<file path="src/lxar_pkg.sv">
package lxar_pkg;

    localparam int unsigned CLK_FREQ_MHZ = 10;
    localparam int unsigned NUM_CONV     = 12;

    typedef int unsigned lxar_tab_t [NUM_CONV];

    // Conversion periods in microseconds, indexed by the period code.
    localparam lxar_tab_t CONV_TIME_US = '{
        600, 1000, 1800, 3400, 6500, 12700,
        25000, 50000, 100000, 200000, 400000, 800000
    };

    // Each period is microseconds times MHz; a zero product is raised so no period drops below one cycle.
    function automatic lxar_tab_t lxar_cycles(input int unsigned mhz);
        lxar_tab_t r;
        for (int i = 0; i < NUM_CONV; i++) begin
            r[i] = CONV_TIME_US[i] * mhz;
            if (r[i] == 0) begin
                r[i] = 1;
            end
        end
        return r;
    endfunction

    localparam lxar_tab_t CONV_CYC_DEF = lxar_cycles(CLK_FREQ_MHZ);

    localparam int unsigned FRAC_W  = 20;
    localparam int unsigned UPPER_W = 12;
    localparam int unsigned LOWER_W = 8;
    localparam int unsigned SCALE_W = 4;
    localparam int unsigned LIN_W   = 28;
    localparam int unsigned TH_W    = 36;
    localparam int unsigned TIMER_W = 24;
    localparam int unsigned CNT_W   = 4;

    localparam logic [3:0] RANGE_AUTO    = 4'hC;
    localparam logic [3:0] SCALE_MAX     = 4'h8;
    localparam logic [3:0] CONV_CODE_MAX = 4'hB;
    localparam logic [4:0] TH_SHIFT      = 5'h08;

    localparam logic [3:0]  SCALE_RST  = 4'h8;
    localparam logic [19:0] LOW_NEAR   = 20'h4_0000;
    localparam logic [19:0] LOW_FAR    = 20'h1_0000;
    localparam logic [19:0] HIGH_NEAR  = 20'hC_0000;
    localparam logic [19:0] FRAC_FULL  = 20'hF_FFFF;

    typedef enum logic {LXAR_IDLE, LXAR_CONVERT} lxar_state_t;

endpackage

</file>
<file path="src/lxar_result_logic.sv">
`timescale 1ns/1ps
module lxar_result_logic #(
    parameter lxar_pkg::lxar_tab_t CONV_CYC  = lxar_pkg::CONV_CYC_DEF,
    parameter logic [19:0]         LOW_NEAR  = lxar_pkg::LOW_NEAR,
    parameter logic [19:0]         LOW_FAR   = lxar_pkg::LOW_FAR,
    parameter logic [19:0]         HIGH_NEAR = lxar_pkg::HIGH_NEAR
) (
    input  wire logic        ref_clk,
    input  wire logic        nrst,
    input  wire logic        measStart,
    input  wire logic [3:0]  rangeSetting,
    input  wire logic [3:0]  convTimeCode,
    input  wire logic [11:0] upperLimitValue,
    input  wire logic [3:0]  upperLimitScale,
    input  wire logic [11:0] lowerLimitValue,
    input  wire logic [3:0]  lowerLimitScale,
    input  wire logic [1:0]  faultCountSel,
    input  wire logic        latchMode,
    input  wire logic        flagClear,
    input  wire logic [19:0] linearFraction,
    input  wire logic        adcOverflow,
    output logic             convActive,
    output logic [3:0]       convScale,
    output logic [11:0]      measureUpperBits,
    output logic [7:0]       measureLowerBits,
    output logic [3:0]       measureScaleCode,
    output logic [27:0]      linearCode,
    output logic             resultValid,
    output logic             highFault,
    output logic             lowFault,
    output logic             flagHigh,
    output logic             flagLow
);

    lxar_pkg::lxar_state_t state;
    logic [23:0] timer;
    logic        useAuto;
    logic [3:0]  hiCnt;
    logic [3:0]  loCnt;

    logic        atEnd;
    logic        retry;
    logic        report;
    logic [3:0]  codeSafe;
    logic [3:0]  manualScale;
    logic [23:0] loadCount;
    logic [19:0] repFrac;
    logic [27:0] linNow;
    logic [35:0] thHigh;
    logic [35:0] thLow;
    logic        faultH;
    logic        faultL;
    logic [3:0]  need;
    logic        hitH;
    logic        hitL;
    logic [3:0]  next_autoScale;

    // Codes above the table clamp to the longest period / widest range.
    assign codeSafe = (convTimeCode > lxar_pkg::CONV_CODE_MAX) ?
                      lxar_pkg::CONV_CODE_MAX : convTimeCode;
    assign manualScale = (rangeSetting > lxar_pkg::SCALE_MAX) ?
                         lxar_pkg::SCALE_MAX : rangeSetting;
    assign loadCount = 24'(CONV_CYC[codeSafe] - 1);

    assign atEnd  = (state == lxar_pkg::LXAR_CONVERT) && (timer == '0);
    assign retry  = atEnd && useAuto && adcOverflow &&
                    (convScale != lxar_pkg::SCALE_MAX);
    assign report = atEnd && !retry;

    // A manual range that overflows still reports, pinned at full scale.
    assign repFrac = adcOverflow ? lxar_pkg::FRAC_FULL : linearFraction;
    assign linNow  = 28'({8'h00, repFrac} << convScale);
    assign thHigh  = 36'({24'h00_0000, upperLimitValue} <<
                     (lxar_pkg::TH_SHIFT + {1'b0, upperLimitScale}));
    assign thLow   = 36'({24'h00_0000, lowerLimitValue} <<
                     (lxar_pkg::TH_SHIFT + {1'b0, lowerLimitScale}));
    assign faultH  = {8'h00, linNow} > thHigh;
    assign faultL  = {8'h00, linNow} < thLow;

    assign need = 4'h1 << faultCountSel;
    assign hitH = report && faultH && ((hiCnt + 4'h1) >= need);
    assign hitL = report && faultL && ((loCnt + 4'h1) >= need);

    // Stepping saturates at both ends so a dark or bright scene cannot wrap.
    always_comb begin
        next_autoScale = convScale;
        if (adcOverflow) begin
            next_autoScale = convScale;
        end else if (linearFraction < LOW_FAR) begin
            next_autoScale = (convScale > 4'h1) ? convScale - 4'h2 : 4'h0;
        end else if (linearFraction < LOW_NEAR) begin
            next_autoScale = (convScale > 4'h0) ? convScale - 4'h1 : 4'h0;
        end else if (linearFraction > HIGH_NEAR) begin
            next_autoScale = (convScale < lxar_pkg::SCALE_MAX) ?
                             convScale + 4'h1 : lxar_pkg::SCALE_MAX;
        end
    end

    // Starts that arrive while a conversion runs are ignored.
    always_ff @(posedge ref_clk or negedge nrst) begin
        if (!nrst) begin
            state      <= lxar_pkg::LXAR_IDLE;
            timer      <= '0;
            useAuto    <= 1'b0;
            convActive <= 1'b0;
        end else begin
            case (state)
                lxar_pkg::LXAR_IDLE: begin
                    if (measStart) begin
                        state      <= lxar_pkg::LXAR_CONVERT;
                        timer      <= loadCount;
                        useAuto    <= (rangeSetting == lxar_pkg::RANGE_AUTO);
                        convActive <= 1'b1;
                    end
                end
                lxar_pkg::LXAR_CONVERT: begin
                    if (timer != '0) begin
                        timer <= timer - 24'h00_0001;
                    end else if (retry) begin
                        timer <= loadCount;
                    end else begin
                        state      <= lxar_pkg::LXAR_IDLE;
                        convActive <= 1'b0;
                    end
                end
                default: begin
                    state      <= lxar_pkg::LXAR_IDLE;
                    convActive <= 1'b0;
                end
            endcase
        end
    end

    // The scale in use; in auto mode it also carries over as the next start point.
    always_ff @(posedge ref_clk or negedge nrst) begin
        if (!nrst) begin
            convScale <= lxar_pkg::SCALE_RST;
        end else if (state == lxar_pkg::LXAR_IDLE && measStart &&
                     rangeSetting != lxar_pkg::RANGE_AUTO) begin
            convScale <= manualScale;
        end else if (retry) begin
            convScale <= convScale + 4'h1;
        end else if (report && useAuto) begin
            convScale <= next_autoScale;
        end
    end

    always_ff @(posedge ref_clk or negedge nrst) begin
        if (!nrst) begin
            measureUpperBits <= '0;
            measureLowerBits <= '0;
            measureScaleCode <= '0;
            linearCode       <= '0;
            resultValid      <= 1'b0;
            highFault        <= 1'b0;
            lowFault         <= 1'b0;
        end else begin
            resultValid <= report;
            highFault   <= report && faultH;
            lowFault    <= report && faultL;
            if (report) begin
                measureUpperBits <= repFrac[19:8];
                measureLowerBits <= repFrac[7:0];
                measureScaleCode <= convScale;
                linearCode       <= linNow;
            end
        end
    end

    // Counting stops at seven, so seven plus one still meets the largest need of eight.
    // A counter that ran on to fifteen would wrap in the compare and never re-arm a flag.
    always_ff @(posedge ref_clk or negedge nrst) begin
        if (!nrst) begin
            hiCnt <= '0;
            loCnt <= '0;
        end else if (report) begin
            hiCnt <= !faultH ? 4'h0 : (hiCnt == 4'h7) ? hiCnt : hiCnt + 4'h1;
            loCnt <= !faultL ? 4'h0 : (loCnt == 4'h7) ? loCnt : loCnt + 4'h1;
        end
    end

    // Latched flags: a qualifying event in the clearing cycle wins over the clear.
    always_ff @(posedge ref_clk or negedge nrst) begin
        if (!nrst) begin
            flagHigh <= 1'b0;
            flagLow  <= 1'b0;
        end else if (latchMode) begin
            flagHigh <= hitH || (flagHigh && !flagClear);
            flagLow  <= hitL || (flagLow && !flagClear);
        end else begin
            if (hitH) begin
                flagHigh <= 1'b1;
                flagLow  <= 1'b0;
            end else if (hitL) begin
                flagHigh <= 1'b0;
                flagLow  <= 1'b1;
            end
        end
    end

    property p_start_load;
        @(posedge ref_clk) disable iff (!nrst)
        (state == lxar_pkg::LXAR_IDLE && measStart)
        |=> (timer == $past(loadCount)) && convActive;
    endproperty
    a_start_load: assert property (p_start_load)
        else $error("Conversion timer not loaded from the period code.");

    property p_retry;
        @(posedge ref_clk) disable iff (!nrst)
        (atEnd && useAuto && adcOverflow && convScale < lxar_pkg::SCALE_MAX)
        |=> !resultValid && convActive && convScale == $past(convScale) + 4'h1;
    endproperty
    a_retry: assert property (p_retry)
        else $error("Overflow did not raise the scale and retry.");

    property p_step_up;
        @(posedge ref_clk) disable iff (!nrst)
        (report && useAuto && !adcOverflow && linearFraction > HIGH_NEAR &&
         convScale < lxar_pkg::SCALE_MAX)
        |=> convScale == $past(convScale) + 4'h1;
    endproperty
    a_step_up: assert property (p_step_up)
        else $error("Auto scale did not rise by one step.");

    property p_step_down;
        @(posedge ref_clk) disable iff (!nrst)
        (report && useAuto && !adcOverflow && linearFraction < LOW_NEAR &&
         convScale > 4'h1)
        |=> (convScale == $past(convScale) - 4'h1) ||
            (convScale == $past(convScale) - 4'h2);
    endproperty
    a_step_down: assert property (p_step_down)
        else $error("Auto scale did not fall by one or two steps.");

    property p_bounds;
        @(posedge ref_clk) disable iff (!nrst)
        convScale <= lxar_pkg::SCALE_MAX;
    endproperty
    a_bounds: assert property (p_bounds)
        else $error("Scale left the range 0 to 8.");

    property p_manual;
        @(posedge ref_clk) disable iff (!nrst)
        (state == lxar_pkg::LXAR_IDLE && measStart &&
         rangeSetting <= lxar_pkg::SCALE_MAX)
        |=> convScale == $past(rangeSetting);
    endproperty
    a_manual: assert property (p_manual)
        else $error("Manual range not applied to the conversion.");

    property p_fields;
        @(posedge ref_clk) disable iff (!nrst)
        resultValid |-> linearCode ==
            28'({8'h00, measureUpperBits, measureLowerBits} << measureScaleCode);
    endproperty
    a_fields: assert property (p_fields)
        else $error("Linear code does not match fraction and scale.");

    property p_fault_high;
        @(posedge ref_clk) disable iff (!nrst)
        report |=> highFault == ({8'h00, linearCode} > $past(thHigh));
    endproperty
    a_fault_high: assert property (p_fault_high)
        else $error("High fault event does not match the limit.");

    property p_fault_low;
        @(posedge ref_clk) disable iff (!nrst)
        report |=> lowFault == ({8'h00, linearCode} < $past(thLow));
    endproperty
    a_fault_low: assert property (p_fault_low)
        else $error("Low fault event does not match the limit.");

    property p_latch_hold;
        @(posedge ref_clk) disable iff (!nrst)
        latchMode && flagHigh && !flagClear |=> flagHigh;
    endproperty
    a_latch_hold: assert property (p_latch_hold)
        else $error("Latched high flag dropped without a clear.");

    property p_persist;
        @(posedge ref_clk) disable iff (!nrst)
        $rose(flagHigh) |-> $past(report) && $past(faultH) &&
                            ($past(hiCnt) + 4'h1 >= $past(need));
    endproperty
    a_persist: assert property (p_persist)
        else $error("High flag set before the fault count was reached.");

    c_retry: cover property (@(posedge ref_clk) disable iff (!nrst) retry);
    c_flag_high: cover property (@(posedge ref_clk) disable iff (!nrst) $rose(flagHigh));
    c_step_down: cover property (@(posedge ref_clk) disable iff (!nrst)
        report && useAuto && linearFraction < LOW_FAR);
    c_latch_clear: cover property (@(posedge ref_clk) disable iff (!nrst)
        latchMode && flagClear && flagHigh);

endmodule

</file>
<file path="config.mk">
export PLATFORM = sky130hd
export DESIGN_NAME = lxar_result_logic
export DESIGN_NICKNAME = d
export VERILOG_FILES = /design/src/lxar_pkg.sv /design/src/lxar_result_logic.sv
export SDC_FILE = /design/constraint.sdc
export NUM_CORES = 1
export LEC_CHECK = 0
export BUFFER_PORTS_ARGS = -buffer_cell sky130_fd_sc_hd__buf_4
export CORE_MARGIN = 2
export CORE_UTILIZATION = 45
export DETAILED_ROUTE_END_ITERATION = 12
export GPL_TIMING_DRIVEN = 0
export PLACE_DENSITY = 0.65
export SYNTH_ARGS = -nofsm -noshare
export SYNTH_HDL_FRONTEND = slang
export SYNTH_SLANG_ARGS = --single-unit
</file>
<file path="constraint.sdc">
create_clock -name ref_clk -period 7.8 [get_ports ref_clk]
set_input_delay 1.56 -clock ref_clk [delete_from_list [all_inputs] [get_ports ref_clk]]
set_output_delay 1.56 -clock ref_clk [all_outputs]
set_load 0.05 [all_outputs]
</file>
==> Word level (Yosys, flattened, before mapping) <==
Memories as Yosys holds them, arrays and structs flattened.
Index checks and enable logic that the tools add are counted.
{ "totals": {"mem_bits_ro": 512, "in_bits": 68, "n_memories": 1, "elab_cells": 123, "regBits": 96, "out_inout_bits": 62} }
{ "classes": {"n_reduce_logical": 29, "n_eq_ne": 12, "shift": 4, "muxes": 37, "n_bitwise": 2, "add_sub_neg": 9, "order_cmp": 13} }
{ "mem_list": {"columns": ["name", "words", "width", "rd", "rd_ports_with_merged_regs", "write_ports", "line_no", "source"], "rows": [
  ["(no name shown)", 16, 32, 1, 0, 0, "lxar_result_logic.sv:63", "assign loadCount = 24'(CONV_CYC[codeSafe] - 1);"]
]} }
{ "ops": {"columns": ["op", "count"], "rows": [
  ["24-bit two-way mux", 5],
  ["12-bit by 5-bit left shift with 36-bit output", 2],
  ["4-bit two-way mux", 16],
  ["24-bit case mux with 2 select lines", 1],
  ["24-bit by 1-bit subtractor with 24-bit output (second input constant)", 2],
  ["28-bit by 36-bit greater-than comparator with 1-bit output", 1],
  ["28-bit by 36-bit less-than comparator with 1-bit output", 1],
  ["20-bit by 4-bit left shift with 28-bit output", 1],
  ["24-bit logical NOT", 1],
  ["24-bit nonzero test", 1],
  ["20-bit greater-than comparator (second input constant)", 1],
  ["20-bit by 17-bit less-than comparator with 1-bit output (second input constant)", 1],
  ["20-bit by 19-bit less-than comparator with 1-bit output (second input constant)", 1],
  ["20-bit two-way mux", 1],
  ["1-bit logical AND", 14],
  ["4-bit by 1-bit adder with 4-bit output (second input constant)", 3],
  ["1-bit two-way mux", 12],
  ["4-bit by 4-bit adder with 5-bit output (first input constant)", 2],
  ["2-bit inequality test (second input constant)", 5],
  ["4-bit by 3-bit equality test with 1-bit output (second input constant)", 2],
  ["4-bit >= comparator", 2],
  ["4-bit by 1-bit greater-than comparator with 1-bit output (second input constant)", 2],
  ["4-bit greater-than comparator (second input constant)", 2],
  ["4-bit inequality test (second input constant)", 2],
  ["other kinds (16)", 25]
]} }

==> Depth between registers and ports, before layout <==
Gate-level depths: netlist of run 1.
{ "logic_depth": {"word_depth": 12, "depth_mapped": 18, "depth_no_buf": 17} }

==> Least setup slack after synthesis of run 1 <==
OpenSTA, ideal clock, no wires.
{ "synth_timing": {"kind": "input to register", "start": "input upperLimitScale[1]", "end": "register flagLow", "setup_slack_ps": 3000, "arrival_time_ps": 4676, "path_stages": 16, "setup_time_ps": 124, "required_time_ps": 7676, "path_buffers": 3, "path_cell_list": "clkbuf_1 > clkbuf_1 > clkbuf_1 > mux2i_1 > mux2i_1 > nor2_1 > nor2_1 > ha_1 > nand4_1 > nor4_1 > nand2_1 > or2_1 > a32o_1 > nand3_2 > nand3_2 > o31a_1"} }
{ "synth_between": {"elab_chain_cells": 7, "word_cells_on_any_way": 8, "cone_classes": "add/sub (1); order compare (1); shift (1); mux (2); reduce/logical (3)"} }
{ "synth_rtl": {"columns": ["item", "line_no", "source"], "rows": [
  ["start: declaration", "lxar_result_logic.sv:14", "input wire logic [3:0] upperLimitScale,"],
  ["4-bit by 4-bit adder with 5-bit output *", "lxar_result_logic.sv:74", "(lxar_pkg::TH_SHIFT + {1'b0, upperLimitScale}));"],
  ["12-bit by 5-bit left shift with 36-bit output *", "lxar_result_logic.sv:73", "assign thHigh = 36'({24'h00_0000, upperLimitValue} <<"],
  ["28-bit by 36-bit greater-than comparator with 1-bit output *", "lxar_result_logic.sv:77", "assign faultH = {8'h00, linNow} > thHigh;"],
  ["1-bit logical AND * (2 in a row)", "lxar_result_logic.sv:81", "assign hitH = report && faultH && ((hiCnt + 4'h1) >= need);"],
  ["1-bit two-way mux", "lxar_result_logic.sv:191", "if (hitH) begin"],
  ["1-bit two-way mux", "lxar_result_logic.sv:187", "end else if (latchMode) begin"],
  ["end signal: assignment", "lxar_result_logic.sv:189", "flagLow <= hitL || (flagLow && !flagClear);"],
  ["end: declaration", "lxar_result_logic.sv:32", "output logic flagLow"]
]} }
Every way passes the cells marked *; elsewhere a longest branch is shown, timed or not.
A chain may end at the register's enable or synchronous reset.

==> Final worst setup path of run 1 <==
{ "layout_timing": {"start": "input adcOverflow", "end": "register hiCnt[1]"} }
{ "layout_between": {"elab_chain_cells": 5, "word_cells_on_any_way": 10, "cone_classes": "order compare (1); eq/ne (1); shift (1); mux (2); reduce/logical (5)"} }
{ "layout_rtl": {"columns": ["item", "line_no", "source"], "rows": [
  ["start: declaration", "lxar_result_logic.sv:21", "input wire logic adcOverflow,"],
  ["20-bit two-way mux *", "lxar_result_logic.sv:71", "assign repFrac = adcOverflow ? lxar_pkg::FRAC_FULL : linearFraction;"],
  ["20-bit by 4-bit left shift with 28-bit output *", "lxar_result_logic.sv:72", "assign linNow = 28'({8'h00, repFrac} << convScale);"],
  ["net linNow[18]", "lxar_result_logic.sv:48", "logic [27:0] linNow;"],
  ["28-bit by 36-bit greater-than comparator with 1-bit output *", "lxar_result_logic.sv:77", null],
  ["2-bit inequality test (no line)", null, null],
  ["2-bit AND reduction (no line)", null, null],
  ["end signal: assignment", "lxar_result_logic.sv:177", "hiCnt <= !faultH ? 4'h0 : (hiCnt == 4'h7) ? hiCnt : hiCnt + 4'h1;"],
  ["end: declaration", "lxar_result_logic.sv:38", "logic [3:0] hiCnt;"]
]} }
Mark *: on every way through the listed nets, which the timed path passes. The rest lies on a longest branch.

==> flow_summary.yaml, run 1 <==
outcome:
  status: "completed"
floorplanning:
  coreArea_um2: 19700
  start_util_pct: 46.2
  rows: 51
  io_pins: 130
  fp.dieW_um: 146
  die-area_um2: 21300
  dieHeight_um: 146
yosys:
  yosys.area.top_type: "dfrtp_1"
  synthCells: 1103
  synth.yosys.seq_area_share_pct: 26.5
  yosysWarnings: 0
  syn_avg_cell_area_um2: 8.23
  synth_edf_count: 0
  synth_ff_type: "dfrtp_1"
  synthTopCellsByArea: "dfrtp_1 26%, ha_1 10%, a21oi_1 6.5%"
  ys_async_sr_fraction_pct: 100
  synth.top_cell.area_share_pct: 26.2
  syn_area_um2: 9070
  ys_seq_elements: 96
  synthDistinctLibCells: 88
finish:
  final_common_cell: "nand2_1"
  regArea_um2: 2400
  final_core_util_pct: 54.4
  layout-drive-gt1-share_pct: 20.2
  layout_common_cells: "131 x nand2_1, 127 x buf_4, 118 x a21oi_1, 116 x nor2_1, 95 x dfrtp_1"
  diodes: 0
  syn2layout_area_growth_pct: 17.8
  final_nets: 1395
  fillers: 1948
  multi_input_area_um2: 6320
routing:
  wl_per_cell_um: 18.1
  vias: 8956
  via_per_inst: 5.88
  first_pass_iters: 7
  drc: 0
  drtAntennaViolNets: 0
  routed_wl_um: 27500
  drtIter0Drc: 723
global_route:
  grt_pass1_vias: 8463
  grt_overflow_total: 0
  grt_max_degree: 97
  antenna_found_initial: 0
  grt_pass1_wl_um: 44400
  grt.total_usage_pct: 25.6
critical_path:
  path_class: "input pin to flip-flop"
  cp-start-kind: "input pin"
  cp.required_ns: 8.04
  reg2reg_depth: 15
  regToRegSetupSlack_ns: 2.87
  cp_max_fo: 10
  reg2reg_to: "loCnt[0]$_DFFE_PN0P_"
  cp.arrival_ns: 5.51
  crit_path_end_kind: "flip-flop"
  rr_startpoint: "convScale[1]$_DFFE_PN0P_"
timing:
  clock.fmax_mhz: 190
  fin_ws_ns: 2.53
  worst_pin_slew_ns: 0.887
  fin_crit_sh_pct: 67.6
  relSlewSlack_pct: 40.3
  fin_crit_ns: 5.27
  finalMaxSlewViolations: 0
  setup_viol: 0
  rsz0062_at_grt: "no"
  skew_ns: 0.0102
  hold_viol_final: 0
  finalSetupTns_ns: 0
power:
  peakVddDrop_mv: 0.103
  power_mw: 1.73
  p_leak_nw: 4.83
  p_per_area_nw_per_um2: 162
clock_network:
  cts_hold_buf: 0
  cts_resized: 0
  cts.sinks: 96
  cts_max_path_buffers: 2
  clk_latency_ns: 0.36
  cts.clk_slew.worst_paths_ns: 0.07
  cts_root_buffer: "clkbuf_16"
  numCtsBuffers: 9
  htree_levels: 3
  cts_tree: "built"
  cts_setup_buffers: 0
placed_design:
  io_buffers: 127
  place_congestion: 0.936
  dp_slack_ns: 2.25
  place_hpwl_um: 21400
worst_hold_path:
  hold_class: "flip-flop to flip-flop"
  holdPathStages: 2
  holdPathEnd: "linearCode[26]$_DFFE_PN0P_"
  hold_path_startpoint: "linearCode[26]$_DFFE_PN0P_"
job:
  maxCapViolations: 0
[sequential cells by signal, summed over array words and instances, names as in the netlist, 4 cells and up]
register / count
convScale: 4
hiCnt: 4
linearCode: 28
loCnt: 4
measureLowerBits: 8
measureScaleCode: 4
measureUpperBits: 12
timer: 24
[synth_stat cells (4+ instances only)]
library cell and count:
or3_1 4, mux4_2 16, clkbuf_1 40, a21oi_1 118, xor2_1 5, xnor2_1 9
a21o_1 14, nor2b_1 16, buf_1 7, buf_2 12, or2_2 8, a211oi_1 9
o31ai_1 7, nand2b_1 20, nor4_1 10, o22ai_1 7, nor3b_1 5, a22oi_1 10
and3_1 5, dfrtp_1 95, nor2_1 116, a22o_1 4, nand4_1 8, nand2_1 131
a31oi_1 12, o21ai_0 81, o211ai_1 9, and2_1 7, mux2i_1 36, nor3_2 5
mux2_2 44, ha_1 75, inv_1 27, nor3_1 30, nand3_1 23
[final cells by class]
type                            count  area share (%)
Sequential cell                    96            22.5
Clock buffer                        9            2.11
Tap cell                          265            3.10
Multi-Input combinational cell    926            59.1
Clock inverter                      7           0.573
Inverter                           29            1.02
Buffer                             63            2.62
Timing Repair Buffer              127            8.95
[report_power, final]
| part | internal [mW] | switching [mW] |
|---|---|---|
| Clock | 0.223 | 0.221 |
| Combinational | 0.277 | 0.413 |
| Sequential | 0.542 | 0.0519 |
[worst max-delay path: stages]
cell	delay, ns
buf_4	0.14
clkbuf_1	0.38
buf_1	0.38
buf_1	0.47
nor2_1	0.14
a21oi_1	0.49
ha_1	0.25
nand4_1	0.13
nor4_1	0.47
and3_1	0.28
nand4_1	0.10
mux2i_1	0.27
a21oi_4	0.09
a31oi_1	0.24
o22ai_1	0.10
[routing by layer]
layer	part of all wire [%]	routed length (um)	track usage [%]
met1	46	12700	36.2
met2	46	12500	40.6
met3	6.8	1870	3.98
met4	1.6	432	7.72
met5	0	0	0
[worst max path at each step]
stage / startpoint / endpoint / slack (ns)
global placement: adcOverflow / hiCnt[1]$_DFFE_PN0P_ / 2.27
floorplan: upperLimitScale[1] / flagLow$_DFFE_PN0P_ / 3.00
finish: adcOverflow / hiCnt[1]$_DFFE_PN0P_ / 2.53
detailed placement: adcOverflow / loCnt[0]$_DFFE_PN0P_ / 2.25
CTS: adcOverflow / flagLow$_DFFE_PN0P_ / 2.62
global route: adcOverflow / hiCnt[1]$_DFFE_PN0P_ / 2.14
[metrics by stage]
step / hold slack, ns / cell area (um2) / cells
CTS: 0.477 / 10700 / 1522
floorplan: 0.452 / 9110 / 1114
finish: 0.468 / 10700 / 1522
global route: 0.491 / 10700 / 1522
detailed placement: 0.461 / 10400 / 1506
global placement: 0.458 / 10400 / 1506
[logic make-up after synthesis]
logic type / Yosys count / synth area share, %
AO/OA/AOI/OAI: 319 / 22.1
XOR/XNOR: 14 / 1.35
adder cells (fa/ha/maj): 75 / 10.3
buffers and inverters: 92 / 4.29
flip-flops: 96 / 26.5
multiplexers: 98 / 13.9
other: 2 / 0.0828
AND/OR/NAND/NOR: 407 / 21.4
Note: power is estimated with default switching activity, not from simulation.
==> inputs of run 2 (changes only) <==
--- a/config.mk
+++ b/config.mk
@@ -10,7 +10,7 @@
 export CORE_UTILIZATION = 45
 export DETAILED_ROUTE_END_ITERATION = 12
 export GPL_TIMING_DRIVEN = 0
-export PLACE_DENSITY = 0.65
+export PLACE_DENSITY = 0.68
 export SYNTH_ARGS = -nofsm -noshare
 export SYNTH_HDL_FRONTEND = slang
 export SYNTH_SLANG_ARGS = --single-unit
==> constraint.sdc (replaced) <==
create_clock -name ref_clk -period 4.5 [get_ports ref_clk]
set_input_delay 0.9 -clock ref_clk [delete_from_list [all_inputs] [get_ports ref_clk]]
set_output_delay 0.9 -clock ref_clk [all_outputs]
set_load 0.05 [all_outputs]
==> run 2 against run 1 <==
Against the previous run:
- routed wire length rose by 0.57%
- non-clock buffer count decreased by 3
- count of clock-buffer cells in the layout up 1
- critical path type unchanged
- largest cell class unchanged
- largest power group unchanged
==> flow_summary.yaml, run 2 (synthesis gave the netlist of run 1 again) <==
routing:
  first_pass_iters: 5
  drtAntennaViolNets: 0
  vias: 8867
  wl_per_cell_um: 18.2
  via_per_inst: 5.84
  drtIter0Drc: 745
  routed_wl_um: 27700
  drc: 0
floorplanning:
  dieHeight_um: 146
  start_util_pct: 46.2
  rows: 51
  fp.dieW_um: 146
  die-area_um2: 21300
  coreArea_um2: 19700
  io_pins: 130
timing:
  skew_ns: 0.0141
  fin_crit_ns: 4.31
  clock.fmax_mhz: 232
  rsz0062_at_grt: "no"
  finalMaxSlewViolations: 0
  fin_ws_ns: 0.186
  worst_pin_slew_ns: 1.23
  relSlewSlack_pct: 17.9
  fin_crit_sh_pct: 95.9
  setup_viol: 0
  hold_viol_final: 0
placed_design:
  io_buffers: 127
  dp_slack_ns: -0.492
  place_congestion: 0.965
  place_hpwl_um: 21400
finish:
  layout_common_cells: "131 x nand2_1, 128 x buf_4, 118 x a21oi_1, 116 x nor2_1, 94 x dfrtp_1"
  final_common_cell: "nand2_1"
  largest_reg_flops: 28
  diodes: 0
  syn2layout_area_growth_pct: 18.5
  reg_top3: "linearCode x28, timer x24, measureUpperBits x12"
  layout-drive-gt1-share_pct: 21.6
  final_nets: 1392
  regMostFlops: "linearCode"
  final_core_util_pct: 54.7
critical_path:
  cp-start-kind: "input pin"
  crit_path_cell_trace: "buf_4, clkbuf_1, clkbuf_2, buf_2, nor2_1, a21oi_1, ha_1, a21oi_1, nor2b_1, o31a_1, a211oi_2, o21ai_1, o21a_4, o31ai_1, o31a_1"
  max_stage_delay_ns: 0.52
  path_class: "input pin to flip-flop"
  slowest_stage: "a21oi_1"
  crit_path_end_kind: "flip-flop"
  cp.arrival_ns: 4.60
  cp_max_fo: 10
  cp.required_ns: 4.79
clock_network:
  cts_root_buffer: "clkbuf_16"
  cts_tree: "built"
  cts.clk_slew.worst_paths_ns: 0.07
  cts_hold_buf: 0
  htree_levels: 3
  cts_max_path_buffers: 2
  numCtsBuffers: 9
  cts.sinks: 96
  clk_latency_ns: 0.36
global_route:
  grt_pass1_vias: 8582
  antenna_found_initial: 0
  grt_overflow_total: 0
  grt_max_degree: 97
  grt.total_usage_pct: 26.1
  grt_pass1_wl_um: 45400
power:
  p_leak_nw: 4.88
  peakVddDrop_mv: 0.180
  p_per_area_nw_per_um2: 282
worst_hold_path:
  hold_class: "flip-flop to flip-flop"
outcome:
  status: "completed"
job:
  maxCapViolations: 0
run 2: cell count changes in the layout (fill, tap and decap cells not counted), moves of 3 or more:
cell      change
buf_1         -6
o31ai_2       +3
clkbuf_1      -6
clkbuf_2      +9
o31ai_1       -3
run 2: final timing paths:
path | startpoint | slack, ns | cells past startpoint | to
setup / recovery | adcOverflow | 0.19 | 15 | flagLow$_DFFE_PN0P_
hold / removal | linearCode[26]$_DFFE_PN0P_ | 0.47 | 2 | linearCode[26]$_DFFE_PN0P_
setup reg to reg | convScale[1]$_DFFE_PN0P_ | 0.24 | 15 | hiCnt[1]$_DFFE_PN0P_
hold reg to reg | linearCode[26]$_DFFE_PN0P_ | 0.47 | 2 | linearCode[26]$_DFFE_PN0P_
max in group asynchronous | nrst | 2.87 | 1 | convScale[0]$_DFFE_PN0P_
min in group asynchronous | nrst | 0.80 | 1 | timer[8]$_DFFE_PN0P_
run 2: layout make-up:
type	count	area, um2
buffer	60	287
clock buffer	10	229
clock inverter	5	63.8
fill	1899	8900
inverter	29	109
multi-input combinational	926	6370
sequential	96	2400
tap	265	332
timing repair buffer	127	953
run 2: metal layers:
| metal | vias to the layer above | global-route usage [%] | share of wire, % |
|---|---|---|---|
| li1 | 4322 | - | - |
| met1 | 4188 | 37.3 | 46 |
| met2 | 313 | 41.1 | 45 |
| met3 | 44 | 3.23 | 6.2 |
| met4 | 0 | 8.45 | 2.2 |
| met5 | - | 0 | 0 |
run 2: repair_timing:
item,in CTS,in global routing
buffers inserted,0,0
endpoints found under the hold margin,0,0
setup endpoints to repair,11,11
gates resized for setup,6,25
run 2: power breakdown:
part           internal, mW  switching [mW]  leakage (nW)
logic                 0.487           0.727          3.48
registers             0.940          0.0879          1.26
clock network         0.435           0.358         0.140
total                  1.86            1.17          4.88
run 2: stage by stage:
stage	total power, mW	area (um2)	setup TNS [ns]	std cells	hold WS, ns
after floorplan	1.85	9110	0	1114	0.452
after global routing	3.24	10800	0	1518	0.515
after global placement	2.20	10400	-3.82	1506	0.456
final	3.03	10800	0	1518	0.472
after detailed placement	2.21	10400	-4.51	1506	0.460
after CTS	3.02	10700	0	1521	0.475
run 2: worst max-delay path, delay by kind of cell:
family	cells	cell delay, ns
adder cells (fa/ha/maj)	1	0.37
buffers and inverters	4	1.11
AO/OA/AOI/OAI	8	2.03
AND/OR/NAND/NOR	2	0.17
